### config.mk
export PLATFORM = sky130hd
export DESIGN_NAME = mlp_cfg_bank
export DESIGN_NICKNAME = d
export VERILOG_FILES = /design/src/shared/mlp_pkg.sv /design/src/core/mlp_duty_decode.sv /design/src/core/mlp_cfg_bank.sv
export SDC_FILE = /design/constraint.sdc
export NUM_CORES = 1
export LEC_CHECK = 0
export BUFFER_PORTS_ARGS = -buffer_cell sky130_fd_sc_hd__buf_4
export CAP_MARGIN = 20
export CORE_ASPECT_RATIO = 0.9
export CORE_MARGIN = 2
export CORE_UTILIZATION = 40
export DETAILED_ROUTE_END_ITERATION = 16
export SLEW_MARGIN = 25
export SYNTH_ARGS = -nofsm -noshare
export SYNTH_HDL_FRONTEND = slang
export SYNTH_SLANG_ARGS = --single-unit
### constraint.sdc
create_clock -name core_clk -period 3.6 [get_ports core_clk]
set_clock_uncertainty 0.15 [all_clocks]
set_input_delay 0.18 -clock core_clk [delete_from_list [all_inputs] [get_ports core_clk]]
set_output_delay 0.18 -clock core_clk [all_outputs]
set_load 0.02 [all_outputs]
### src/shared/mlp_pkg.sv
// constants, field layout and decode tables for the motor loop/power profile bank
package mlp_pkg;

  // ****************************************************************
  // register addresses and reset values
  // ****************************************************************
  localparam int unsigned ADDR_W = 8;
  localparam int unsigned DATA_W = 32;
  localparam logic [7:0] SPEED_LOOP_CONFIG_ADDR = 8'h8E;
  localparam logic [7:0] POWER_REGULATION_CONFIG_ADDR = 8'h90;
  localparam logic [7:0] TWO_PHASE_DUTY_PROFILE_ADDR = 8'h96;
  localparam logic [31:0] REG_RESET = 32'h00000000;
  localparam logic [31:0] READ_UNMAPPED = 32'h00000000;

  // ****************************************************************
  // field positions, one layout for each of the three registers
  // ****************************************************************
  localparam int unsigned PARITY_BIT = 31;
  // speed loop configuration
  localparam int unsigned KP_MSB = 29;
  localparam int unsigned KP_LSB = 20;
  localparam int unsigned KI_MSB = 19;
  localparam int unsigned KI_LSB = 8;
  localparam int unsigned VMAX_MSB = 7;
  localparam int unsigned VMAX_LSB = 5;
  localparam int unsigned VMIN_MSB = 4;
  localparam int unsigned VMIN_LSB = 2;
  localparam int unsigned LMODE_MSB = 1;
  localparam int unsigned LMODE_LSB = 0;
  // power regulation configuration
  localparam int unsigned MSPD_MSB = 30;
  localparam int unsigned MSPD_LSB = 15;
  localparam int unsigned DTC_BIT = 14;
  localparam int unsigned MPWR_MSB = 13;
  localparam int unsigned MPWR_LSB = 4;
  localparam int unsigned HYST_MSB = 3;
  localparam int unsigned HYST_LSB = 2;
  localparam int unsigned PMODE_MSB = 1;
  localparam int unsigned PMODE_LSB = 0;
  // two phase profile: step k at STEP0_MSB - 3k down to STEP0_LSB - 3k
  localparam int unsigned STEP_COUNT = 7;
  localparam int unsigned STEP_W = 3;
  localparam int unsigned STEP0_MSB = 30;
  localparam int unsigned STEP0_LSB = 28;

  // scale divisors of the raw fields (documentation for the consumer)
  localparam int unsigned KP_DIVISOR = 10000;
  localparam int unsigned KI_DIVISOR = 1000000;
  localparam int unsigned MAX_SPEED_DIVISOR = 16;
  localparam int unsigned MAX_POWER_DIVISOR = 4;

  // ****************************************************************
  // mode encodings
  // ****************************************************************
  typedef enum logic [1:0] {
    MLP_LOOP_OFF = 2'b00,
    MLP_LOOP_SPEED = 2'b01,
    MLP_LOOP_POWER = 2'b10,
    MLP_LOOP_RSVD = 2'b11
  } mlp_loop_mode_t;

  typedef enum logic [1:0] {
    MLP_PWR_OFF = 2'b00,
    MLP_PWR_CLOSED = 2'b01,
    MLP_PWR_LIMIT = 2'b10,
    MLP_PWR_RSVD = 2'b11
  } mlp_pwr_mode_t;

  // ****************************************************************
  // decode tables, tenths of a percent and hundredths of a percent
  // ****************************************************************
  localparam int unsigned PCT10_W = 10;
  localparam int unsigned PCT100_W = 14;
  typedef logic [PCT10_W-1:0] mlp_pct10_t;
  typedef logic [PCT100_W-1:0] mlp_pct100_t;

  localparam mlp_pct10_t UPPER_TBL [8] = '{10'h3E8, 10'h3B6, 10'h384, 10'h352,
                                          10'h320, 10'h2EE, 10'h2BC, 10'h28A};
  localparam mlp_pct10_t LOWER_TBL [8] = '{10'h000, 10'h019, 10'h032, 10'h04B,
                                          10'h064, 10'h096, 10'h0C8, 10'h0FA};
  localparam mlp_pct10_t HYST_TBL [4] = '{10'h032, 10'h04B, 10'h064, 10'h07D};
  // 0, 50, 75, 83.75, 87.5, 93.75, 97.5, 99 percent
  localparam mlp_pct100_t DUTY_TBL [8] = '{14'h0000, 14'h1388, 14'h1D4C, 14'h20B7,
                                          14'h222E, 14'h249F, 14'h2616, 14'h26AC};

endpackage

### src/core/mlp_duty_decode.sv
// one two-phase step duty code to its duty in hundredths of a percent
`timescale 1ns/1ps
module mlp_duty_decode (
  input wire logic [2:0] step_code, // three-bit step duty code
  output mlp_pkg::mlp_pct100_t step_duty // duty, hundredths of a percent
);

  // table lookup, code 0 is off, code 7 is 99 percent
  always_comb
  begin
    step_duty = mlp_pkg::DUTY_TBL[step_code];
  end

endmodule

### src/core/mlp_cfg_bank.sv
// register bank holding loop gains, power limits and the two-phase duty profile
//
// Function
// - Ten-bit proportional gain in bits 29..20 of the speed loop register, value/10000.
// - Twelve-bit integral gain in bits 19..8, effective value/1000000.
// - Upper clamp code in bits 7..5 maps 100 down to 65 percent.
// - Lower clamp code in bits 4..2 maps 0 up to 25 percent.
// - Loop select bits 1..0: off, speed, power; code 3 reserved.
// - Sixteen-bit speed ceiling in bits 30..15, hertz is value/16.
// - Bit 14 of power register enables dead-time compensation.
// - Ten-bit power ceiling in bits 13..4, watts is value/4.
// - Hysteresis code in bits 3..2 maps to 5, 7.5, 10, 12.5 percent.
// - Power mode bits 1..0: off, closed loop, limit; code 3 reserved.
// - Seven three-bit step duty codes from bits 30..28 down to 12..10.
// - Power register at 0x90 and its neighbours reset to all zeros.
`timescale 1ns/1ps
module mlp_cfg_bank (
  input wire logic core_clk, // 10 MHz core clock
  input wire logic rst_n, // asynchronous reset, active low
  input wire logic cfg_wr_en, // write strobe, one cycle
  input wire logic cfg_rd_en, // read strobe, one cycle
  input wire logic [7:0] cfg_addr, // register byte address
  input wire logic [31:0] cfg_wdata, // write data
  output logic [31:0] cfg_rdata, // read data, valid with cfg_rd_valid
  output logic cfg_rd_valid, // read answer pulse
  output logic cfg_addr_err, // pulse: access hit no register
  output logic [9:0] loop_prop_gain, // proportional gain raw
  output logic [11:0] loop_integral_gain, // integral gain raw
  output logic [2:0] loop_upper_clamp, // upper clamp code
  output logic [2:0] loop_lower_clamp, // lower clamp code
  output mlp_pkg::mlp_pct10_t loop_upper_pct10, // upper clamp, tenths of percent
  output mlp_pkg::mlp_pct10_t loop_lower_pct10, // lower clamp, tenths of percent
  output mlp_pkg::mlp_loop_mode_t loop_mode, // closed loop selection
  output logic loop_speed_on, // speed regulation selected
  output logic loop_power_on, // power regulation selected
  output logic [15:0] max_speed, // speed ceiling raw, hertz*16
  output logic deadband_correction_on, // dead-time compensation enable
  output logic [9:0] max_power, // power ceiling raw, watts*4
  output logic [1:0] power_reg_hysteresis, // hysteresis code
  output mlp_pkg::mlp_pct10_t power_hyst_pct10, // hysteresis, tenths of percent
  output mlp_pkg::mlp_pwr_mode_t power_mode, // input power regulation mode
  output logic power_closed_on, // closed loop power control selected
  output logic power_limit_on, // power limit control selected
  output logic [20:0] duty_step_codes, // step k codes at [3k+2:3k]
  output logic [97:0] duty_step_pct100 // step k duty at [14k+13:14k]
);

  // ****************************************************************
  // register state
  // ****************************************************************
  logic [31:0] spd_q;
  logic [31:0] spd_d;
  logic [31:0] pwr_q;
  logic [31:0] pwr_d;
  logic [31:0] prof_q;
  logic [31:0] prof_d;
  logic [31:0] rdata_q;
  logic [31:0] rdata_d;
  logic rd_valid_q;
  logic rd_valid_d;
  logic addr_err_q;
  logic addr_err_d;
  logic hit_spd;
  logic hit_pwr;
  logic hit_prof;

  // address decode
  always_comb
  begin
    hit_spd = 1'b0;
    hit_pwr = 1'b0;
    hit_prof = 1'b0;
    if (cfg_addr == mlp_pkg::SPEED_LOOP_CONFIG_ADDR)
    begin
      hit_spd = 1'b1;
    end
    else if (cfg_addr == mlp_pkg::POWER_REGULATION_CONFIG_ADDR)
    begin
      hit_pwr = 1'b1;
    end
    else if (cfg_addr == mlp_pkg::TWO_PHASE_DUTY_PROFILE_ADDR)
    begin
      hit_prof = 1'b1;
    end
  end

  // next register values: whole word written, parity and reserved bits kept as written
  always_comb
  begin
    spd_d = spd_q;
    pwr_d = pwr_q;
    prof_d = prof_q;
    rdata_d = rdata_q;
    rd_valid_d = cfg_rd_en;
    addr_err_d = (cfg_wr_en | cfg_rd_en) & ~(hit_spd | hit_pwr | hit_prof);
    if (cfg_wr_en)
    begin
      if (hit_spd)
      begin
        spd_d = cfg_wdata;
      end
      else if (hit_pwr)
      begin
        pwr_d = cfg_wdata;
      end
      else if (hit_prof)
      begin
        prof_d = cfg_wdata;
      end
    end
    // read returns stored word, old value if written in the same cycle
    if (cfg_rd_en)
    begin
      if (hit_spd)
      begin
        rdata_d = spd_q;
      end
      else if (hit_pwr)
      begin
        rdata_d = pwr_q;
      end
      else if (hit_prof)
      begin
        rdata_d = prof_q;
      end
      else
      begin
        rdata_d = mlp_pkg::READ_UNMAPPED;
      end
    end
  end

  // register update
  always_ff @(posedge core_clk or negedge rst_n)
  begin
    if (!rst_n)
    begin
      spd_q <= mlp_pkg::REG_RESET;
      pwr_q <= mlp_pkg::REG_RESET;
      prof_q <= mlp_pkg::REG_RESET;
      rdata_q <= mlp_pkg::REG_RESET;
      rd_valid_q <= 1'b0;
      addr_err_q <= 1'b0;
    end
    else
    begin
      spd_q <= spd_d;
      pwr_q <= pwr_d;
      prof_q <= prof_d;
      rdata_q <= rdata_d;
      rd_valid_q <= rd_valid_d;
      addr_err_q <= addr_err_d;
    end
  end

  // ****************************************************************
  // decoded views, registered in step with the raw fields
  // ****************************************************************
  mlp_pkg::mlp_pct10_t upper_d;
  mlp_pkg::mlp_pct10_t upper_q;
  mlp_pkg::mlp_pct10_t lower_d;
  mlp_pkg::mlp_pct10_t lower_q;
  mlp_pkg::mlp_pct10_t hyst_d;
  mlp_pkg::mlp_pct10_t hyst_q;
  logic [3:0] flags_d;
  logic [3:0] flags_q;
  logic [97:0] duty_d;
  logic [97:0] duty_q;

  // one duty decoder per profile step, fed from the next register value
  genvar k;
  generate
    for (k = 0; k < mlp_pkg::STEP_COUNT; k++)
    begin : g_step
      mlp_duty_decode u_dec (
        .step_code (prof_d[mlp_pkg::STEP0_MSB - mlp_pkg::STEP_W*k -: mlp_pkg::STEP_W]),
        .step_duty (duty_d[mlp_pkg::PCT100_W*k +: mlp_pkg::PCT100_W])
      );
    end
  endgenerate

  // clamp, hysteresis and mode decode
  always_comb
  begin
    upper_d = mlp_pkg::UPPER_TBL[spd_d[mlp_pkg::VMAX_MSB:mlp_pkg::VMAX_LSB]];
    lower_d = mlp_pkg::LOWER_TBL[spd_d[mlp_pkg::VMIN_MSB:mlp_pkg::VMIN_LSB]];
    hyst_d = mlp_pkg::HYST_TBL[pwr_d[mlp_pkg::HYST_MSB:mlp_pkg::HYST_LSB]];
    flags_d = 4'h0;
    // reserved codes select nothing
    case (mlp_pkg::mlp_loop_mode_t'(spd_d[mlp_pkg::LMODE_MSB:mlp_pkg::LMODE_LSB]))
      mlp_pkg::MLP_LOOP_SPEED: flags_d[0] = 1'b1;
      mlp_pkg::MLP_LOOP_POWER: flags_d[1] = 1'b1;
      default: flags_d[1:0] = 2'b00;
    endcase
    case (mlp_pkg::mlp_pwr_mode_t'(pwr_d[mlp_pkg::PMODE_MSB:mlp_pkg::PMODE_LSB]))
      mlp_pkg::MLP_PWR_CLOSED: flags_d[2] = 1'b1;
      mlp_pkg::MLP_PWR_LIMIT: flags_d[3] = 1'b1;
      default: flags_d[3:2] = 2'b00;
    endcase
  end

  // decoded view registers
  always_ff @(posedge core_clk or negedge rst_n)
  begin
    if (!rst_n)
    begin
      upper_q <= mlp_pkg::UPPER_TBL[0];
      lower_q <= mlp_pkg::LOWER_TBL[0];
      hyst_q <= mlp_pkg::HYST_TBL[0];
      flags_q <= 4'h0;
      duty_q <= '0;
    end
    else
    begin
      upper_q <= upper_d;
      lower_q <= lower_d;
      hyst_q <= hyst_d;
      flags_q <= flags_d;
      duty_q <= duty_d;
    end
  end

  // ****************************************************************
  // outputs, all slices of flip-flops
  // ****************************************************************
  assign cfg_rdata = rdata_q;
  assign cfg_rd_valid = rd_valid_q;
  assign cfg_addr_err = addr_err_q;
  assign loop_prop_gain = spd_q[mlp_pkg::KP_MSB:mlp_pkg::KP_LSB];
  assign loop_integral_gain = spd_q[mlp_pkg::KI_MSB:mlp_pkg::KI_LSB];
  assign loop_upper_clamp = spd_q[mlp_pkg::VMAX_MSB:mlp_pkg::VMAX_LSB];
  assign loop_lower_clamp = spd_q[mlp_pkg::VMIN_MSB:mlp_pkg::VMIN_LSB];
  assign loop_upper_pct10 = upper_q;
  assign loop_lower_pct10 = lower_q;
  assign loop_mode = mlp_pkg::mlp_loop_mode_t'(spd_q[mlp_pkg::LMODE_MSB:mlp_pkg::LMODE_LSB]);
  assign loop_speed_on = flags_q[0];
  assign loop_power_on = flags_q[1];
  assign max_speed = pwr_q[mlp_pkg::MSPD_MSB:mlp_pkg::MSPD_LSB];
  assign deadband_correction_on = pwr_q[mlp_pkg::DTC_BIT];
  assign max_power = pwr_q[mlp_pkg::MPWR_MSB:mlp_pkg::MPWR_LSB];
  assign power_reg_hysteresis = pwr_q[mlp_pkg::HYST_MSB:mlp_pkg::HYST_LSB];
  assign power_hyst_pct10 = hyst_q;
  assign power_mode = mlp_pkg::mlp_pwr_mode_t'(pwr_q[mlp_pkg::PMODE_MSB:mlp_pkg::PMODE_LSB]);
  assign power_closed_on = flags_q[2];
  assign power_limit_on = flags_q[3];
  assign duty_step_pct100 = duty_q;

  // step codes repacked, step 0 in the low bits
  generate
    for (k = 0; k < mlp_pkg::STEP_COUNT; k++)
    begin : g_code
      assign duty_step_codes[mlp_pkg::STEP_W*k +: mlp_pkg::STEP_W] =
        prof_q[mlp_pkg::STEP0_MSB - mlp_pkg::STEP_W*k -: mlp_pkg::STEP_W];
    end
  endgenerate

endmodule

==> flow_metrics.env <==
export IMPL_outcome="finished, final reports clean"
export IMPL_finalHoldViolCount=0
export IMPL_core_area_mm2=0.0268
export IMPL_worstReg2RegStart="duty_step_pct100[91]$_DFF_PN0_"
export IMPL_clock_sinks=230
export IMPL_slew_limit_headroom_pct=32.8
export IMPL_peakVddDrop_v=0.000277
export IMPL_port_buffers=284
export IMPL_grt_use_total_pct=18.8
export IMPL_grt_pass1_vias=7380
export IMPL_htreeDepth=1
export IMPL_dp_hpwl_um=18800
export IMPL_num_nets_final=1224
export IMPL_combPwrFrac_pct=14.8
export IMPL_worstPathArrival_ps=3300
export IMPL_p_sw_uw=1700
export IMPL_die_area_mm2=0.0284
export IMPL_grt_max_degree=96
export IMPL_grt_pass1_wl_um=42300
export IMPL_cts_tree="yes"
export IMPL_path_cells="dlygate4sd3_1 > buf_4 > or4b_4 > or4_2 > mux2_2 > ha_1 > inv_1 > a221o_1"
export IMPL_grt_overflow=0
export IMPL_initial_utilization_pct=40.4
export IMPL_fin_crit_sh_pct=84.7
export IMPL_min_period_ps=3050
export IMPL_crit_path_start="cfg_addr[0]"
export IMPL_die_h_um=160
export IMPL_ant_nets=0
export IMPL_n_fill_cell=2410
export IMPL_synth_flop_cell="dfrtp_1"
export IMPL_syn_to_final_growth_pct=27.7
export IMPL_synth_seq_cells=230
export IMPL_holdWs_ps=140
export IMPL_synth_edff_count=0
export IMPL_slowest_delay_ps=850
export IMPL_clkTransAtPathRegs_ps=60
export IMPL_worstSetupStartpointType="input port"
export IMPL_drt_iter0_drc=345
export IMPL_avgSynthCellArea_um2=11.9
export IMPL_final_common_cell="buf_4"
export IMPL_cp_max_fo=8
export IMPL_cpMaxStageDelayCell="or4_2"
export IMPL_clockRootBuffer="clkbuf_16"
export IMPL_io_pins=292
export IMPL_drv_cap=0
export IMPL_tightest_slew_ps=1010
export IMPL_firstDrtPassIters=4
export IMPL_critPathCaptureType="register"
export IMPL_synth_cell_types=44
export IMPL_synth_area_mm2=0.0108
export IMPL_dr_total_vias=7363
export IMPL_worstReg2RegEnd="duty_step_pct100[89]$_DFF_PN0_"
export IMPL_leakagePower_uw=0.00731
export IMPL_hold_path_class="input port to async pin"
export IMPL_crit_buf_inv=3
export IMPL_final_setup_tns_ps=0
export IMPL_cp_depth=8
export IMPL_p_clk_share_pct=40.4
export IMPL_critPathKind="input port to register"
export IMPL_wirelength_um=27200
export IMPL_die_w_um=177
export IMPL_cts_buffers=27
export IMPL_synth_seq_area_share_pct=53.2
export IMPL_power_density_mw_per_mm2=461
export IMPL_setup_viol=0
export IMPL_fmax_ghz=0.328
export IMPL_swShare_pct=26.7
export IMPL_syn_inst=913
export IMPL_final_cell_mix="buf_4 (300), dfrtp_1 (222), mux2_2 (68)"
export IMPL_crit_path_end="loop_lower_pct10[4]$_DFF_PN0_"
export IMPL_clock_path_buffers=3
export IMPL_drive_gt1_share_pct=38.9
export IMPL_wl_per_cell_um=18.0
export IMPL_n_antenna_cell=0
export IMPL_post_place_ws_ps=564
export IMPL_required_ps=3850
export IMPL_finalWorstSetupSlack_ps=549
export IMPL_rows=57
export IMPL_pwr_share_seq_pct=44.8
export IMPL_clk_latency_ps=520
export IMPL_place_gp_congestion=0.770
export IMPL_cp_top_family="simple AND/OR/NAND/NOR gates"
export IMPL_p_int_uw=4680
export IMPL_r2r_slack_ps=1920
export IMPL_drc=0
export IMPL_grt_setup_unrepaired="false"
export IMPL_reg2reg_depth=4
export IMPL_async_flop_share_pct=100
export IMPL_via_per_inst=4.88
export IMPL_antenna_found_initial=0
export IMPL_final_max_slew_viol_count=0
export IMPL_ys_warn_count=0
cells in the mapped netlist (4+ instances only):
master,instances,area share (%)
nand4_1,5,0.29
o21ai_2,4,0.32
a211oi_1,9,0.62
mux2i_1,59,5.5
a22o_1,32,2.6
nand3b_1,6,0.42
buf_4,113,7.8
o21ai_0,6,0.28
nor3_1,15,0.69
a22oi_1,32,2.2
clkbuf_1,29,1.0
dfrtp_1,222,51
and2_1,4,0.23
inv_1,53,1.8
nor2b_1,12,0.69
buf_2,8,0.37
dfstp_2,8,1.9
nor2_1,53,1.8
nand2b_1,10,0.58
mux2_2,68,7.1
nand2_1,35,1.2
ha_1,44,5.1
mux2_4,10,1.4
a21oi_1,45,2.1
state kept, by name, summed over array words and instances, names as in the netlist, 5 cells and up:
name	cells
cfg_rdata	32
power_hyst_pct10	5
prof_q	25
spd_q	32
pwr_q	31
loop_lower_pct10	8
loop_upper_pct10	7
duty_step_pct100	84
power groups by stage:
stage | combinational [uW] | sequential, uW | clock (uW)
floorplan | 422 | 3010 | 0
global placement | 919 | 2900 | 0
detailed placement | 925 | 2900 | 0
CTS | 961 | 2860 | 2640
global route | 1030 | 2870 | 2750
finish | 947 | 2860 | 2570
through the flow:
step | util [%] | instance area [um2] | instances | power (uW)
2_1_floorplan | - | 10800 | 918 | 3430
3_3_place_gp | 46.9 | 12600 | 1418 | 3820
3_5_place_dp | 46.9 | 12600 | 1418 | 3820
4_1_cts | 51.6 | 13800 | 1509 | 6450
5_1_grt | 51.6 | 13800 | 1509 | 6650
6_report | 51.6 | 13800 | 1509 | 6380
layout make-up:
class                      instances  area (um2)  share of cell area, %
clock inverter                     7        40.0                  0.289
tap                              354         443                   3.20
multi-input combinational        479        3870                   28.0
timing repair buffer             345        2720                   19.6
clock buffer                      41         798                   5.77
inverter                          53         199                   1.44
sequential                       230        5770                   41.7
worst min path at each step:
stage | slack (ps) | cells past startpoint | endpoint
3_3_place_gp | 110 | 1 | duty_step_pct100[90]$_DFF_PN0_
4_1_cts | 140 | 5 | prof_q[30]$_DFF_PN0_
2_1_floorplan | -270 | 0 | cfg_addr_err$_DFF_PN0_
6_report | 140 | 2 | duty_step_pct100[90]$_DFF_PN0_
5_1_grt | 180 | 2 | duty_step_pct100[90]$_DFF_PN0_
3_5_place_dp | 110 | 1 | duty_step_pct100[90]$_DFF_PN0_
metal layers:
layer  up-vias  GRT usage [%]  part of all wire [%]
met1      3632           27.3                    45
met2       242           28.0                    44
met5         -              0                     0
li1       3456              -                     -
met3        33           5.36                   8.4
met4         0           3.95                   1.9
cells by family (layout without fill, tap and decap cells):
family | count (synthesis) | in the layout | synth area share, %
flops | 230 | 230 | 53.2
buf+inv | 209 | 446 | 11.5
simple gates | 150 | 150 | 6.70
mux | 142 | 142 | 14.7
compound gates | 136 | 136 | 8.75
fa+ha+maj | 44 | 44 | 5.08
other cells | 2 | 7 | 0.0693
timing repair:
action                    CTS  global route
hold buffers               43             0
gates resized for setup     0             0
buffers inserted            0             0
hold endpoints to repair  227             0
Power figures use the tool's default switching activity.
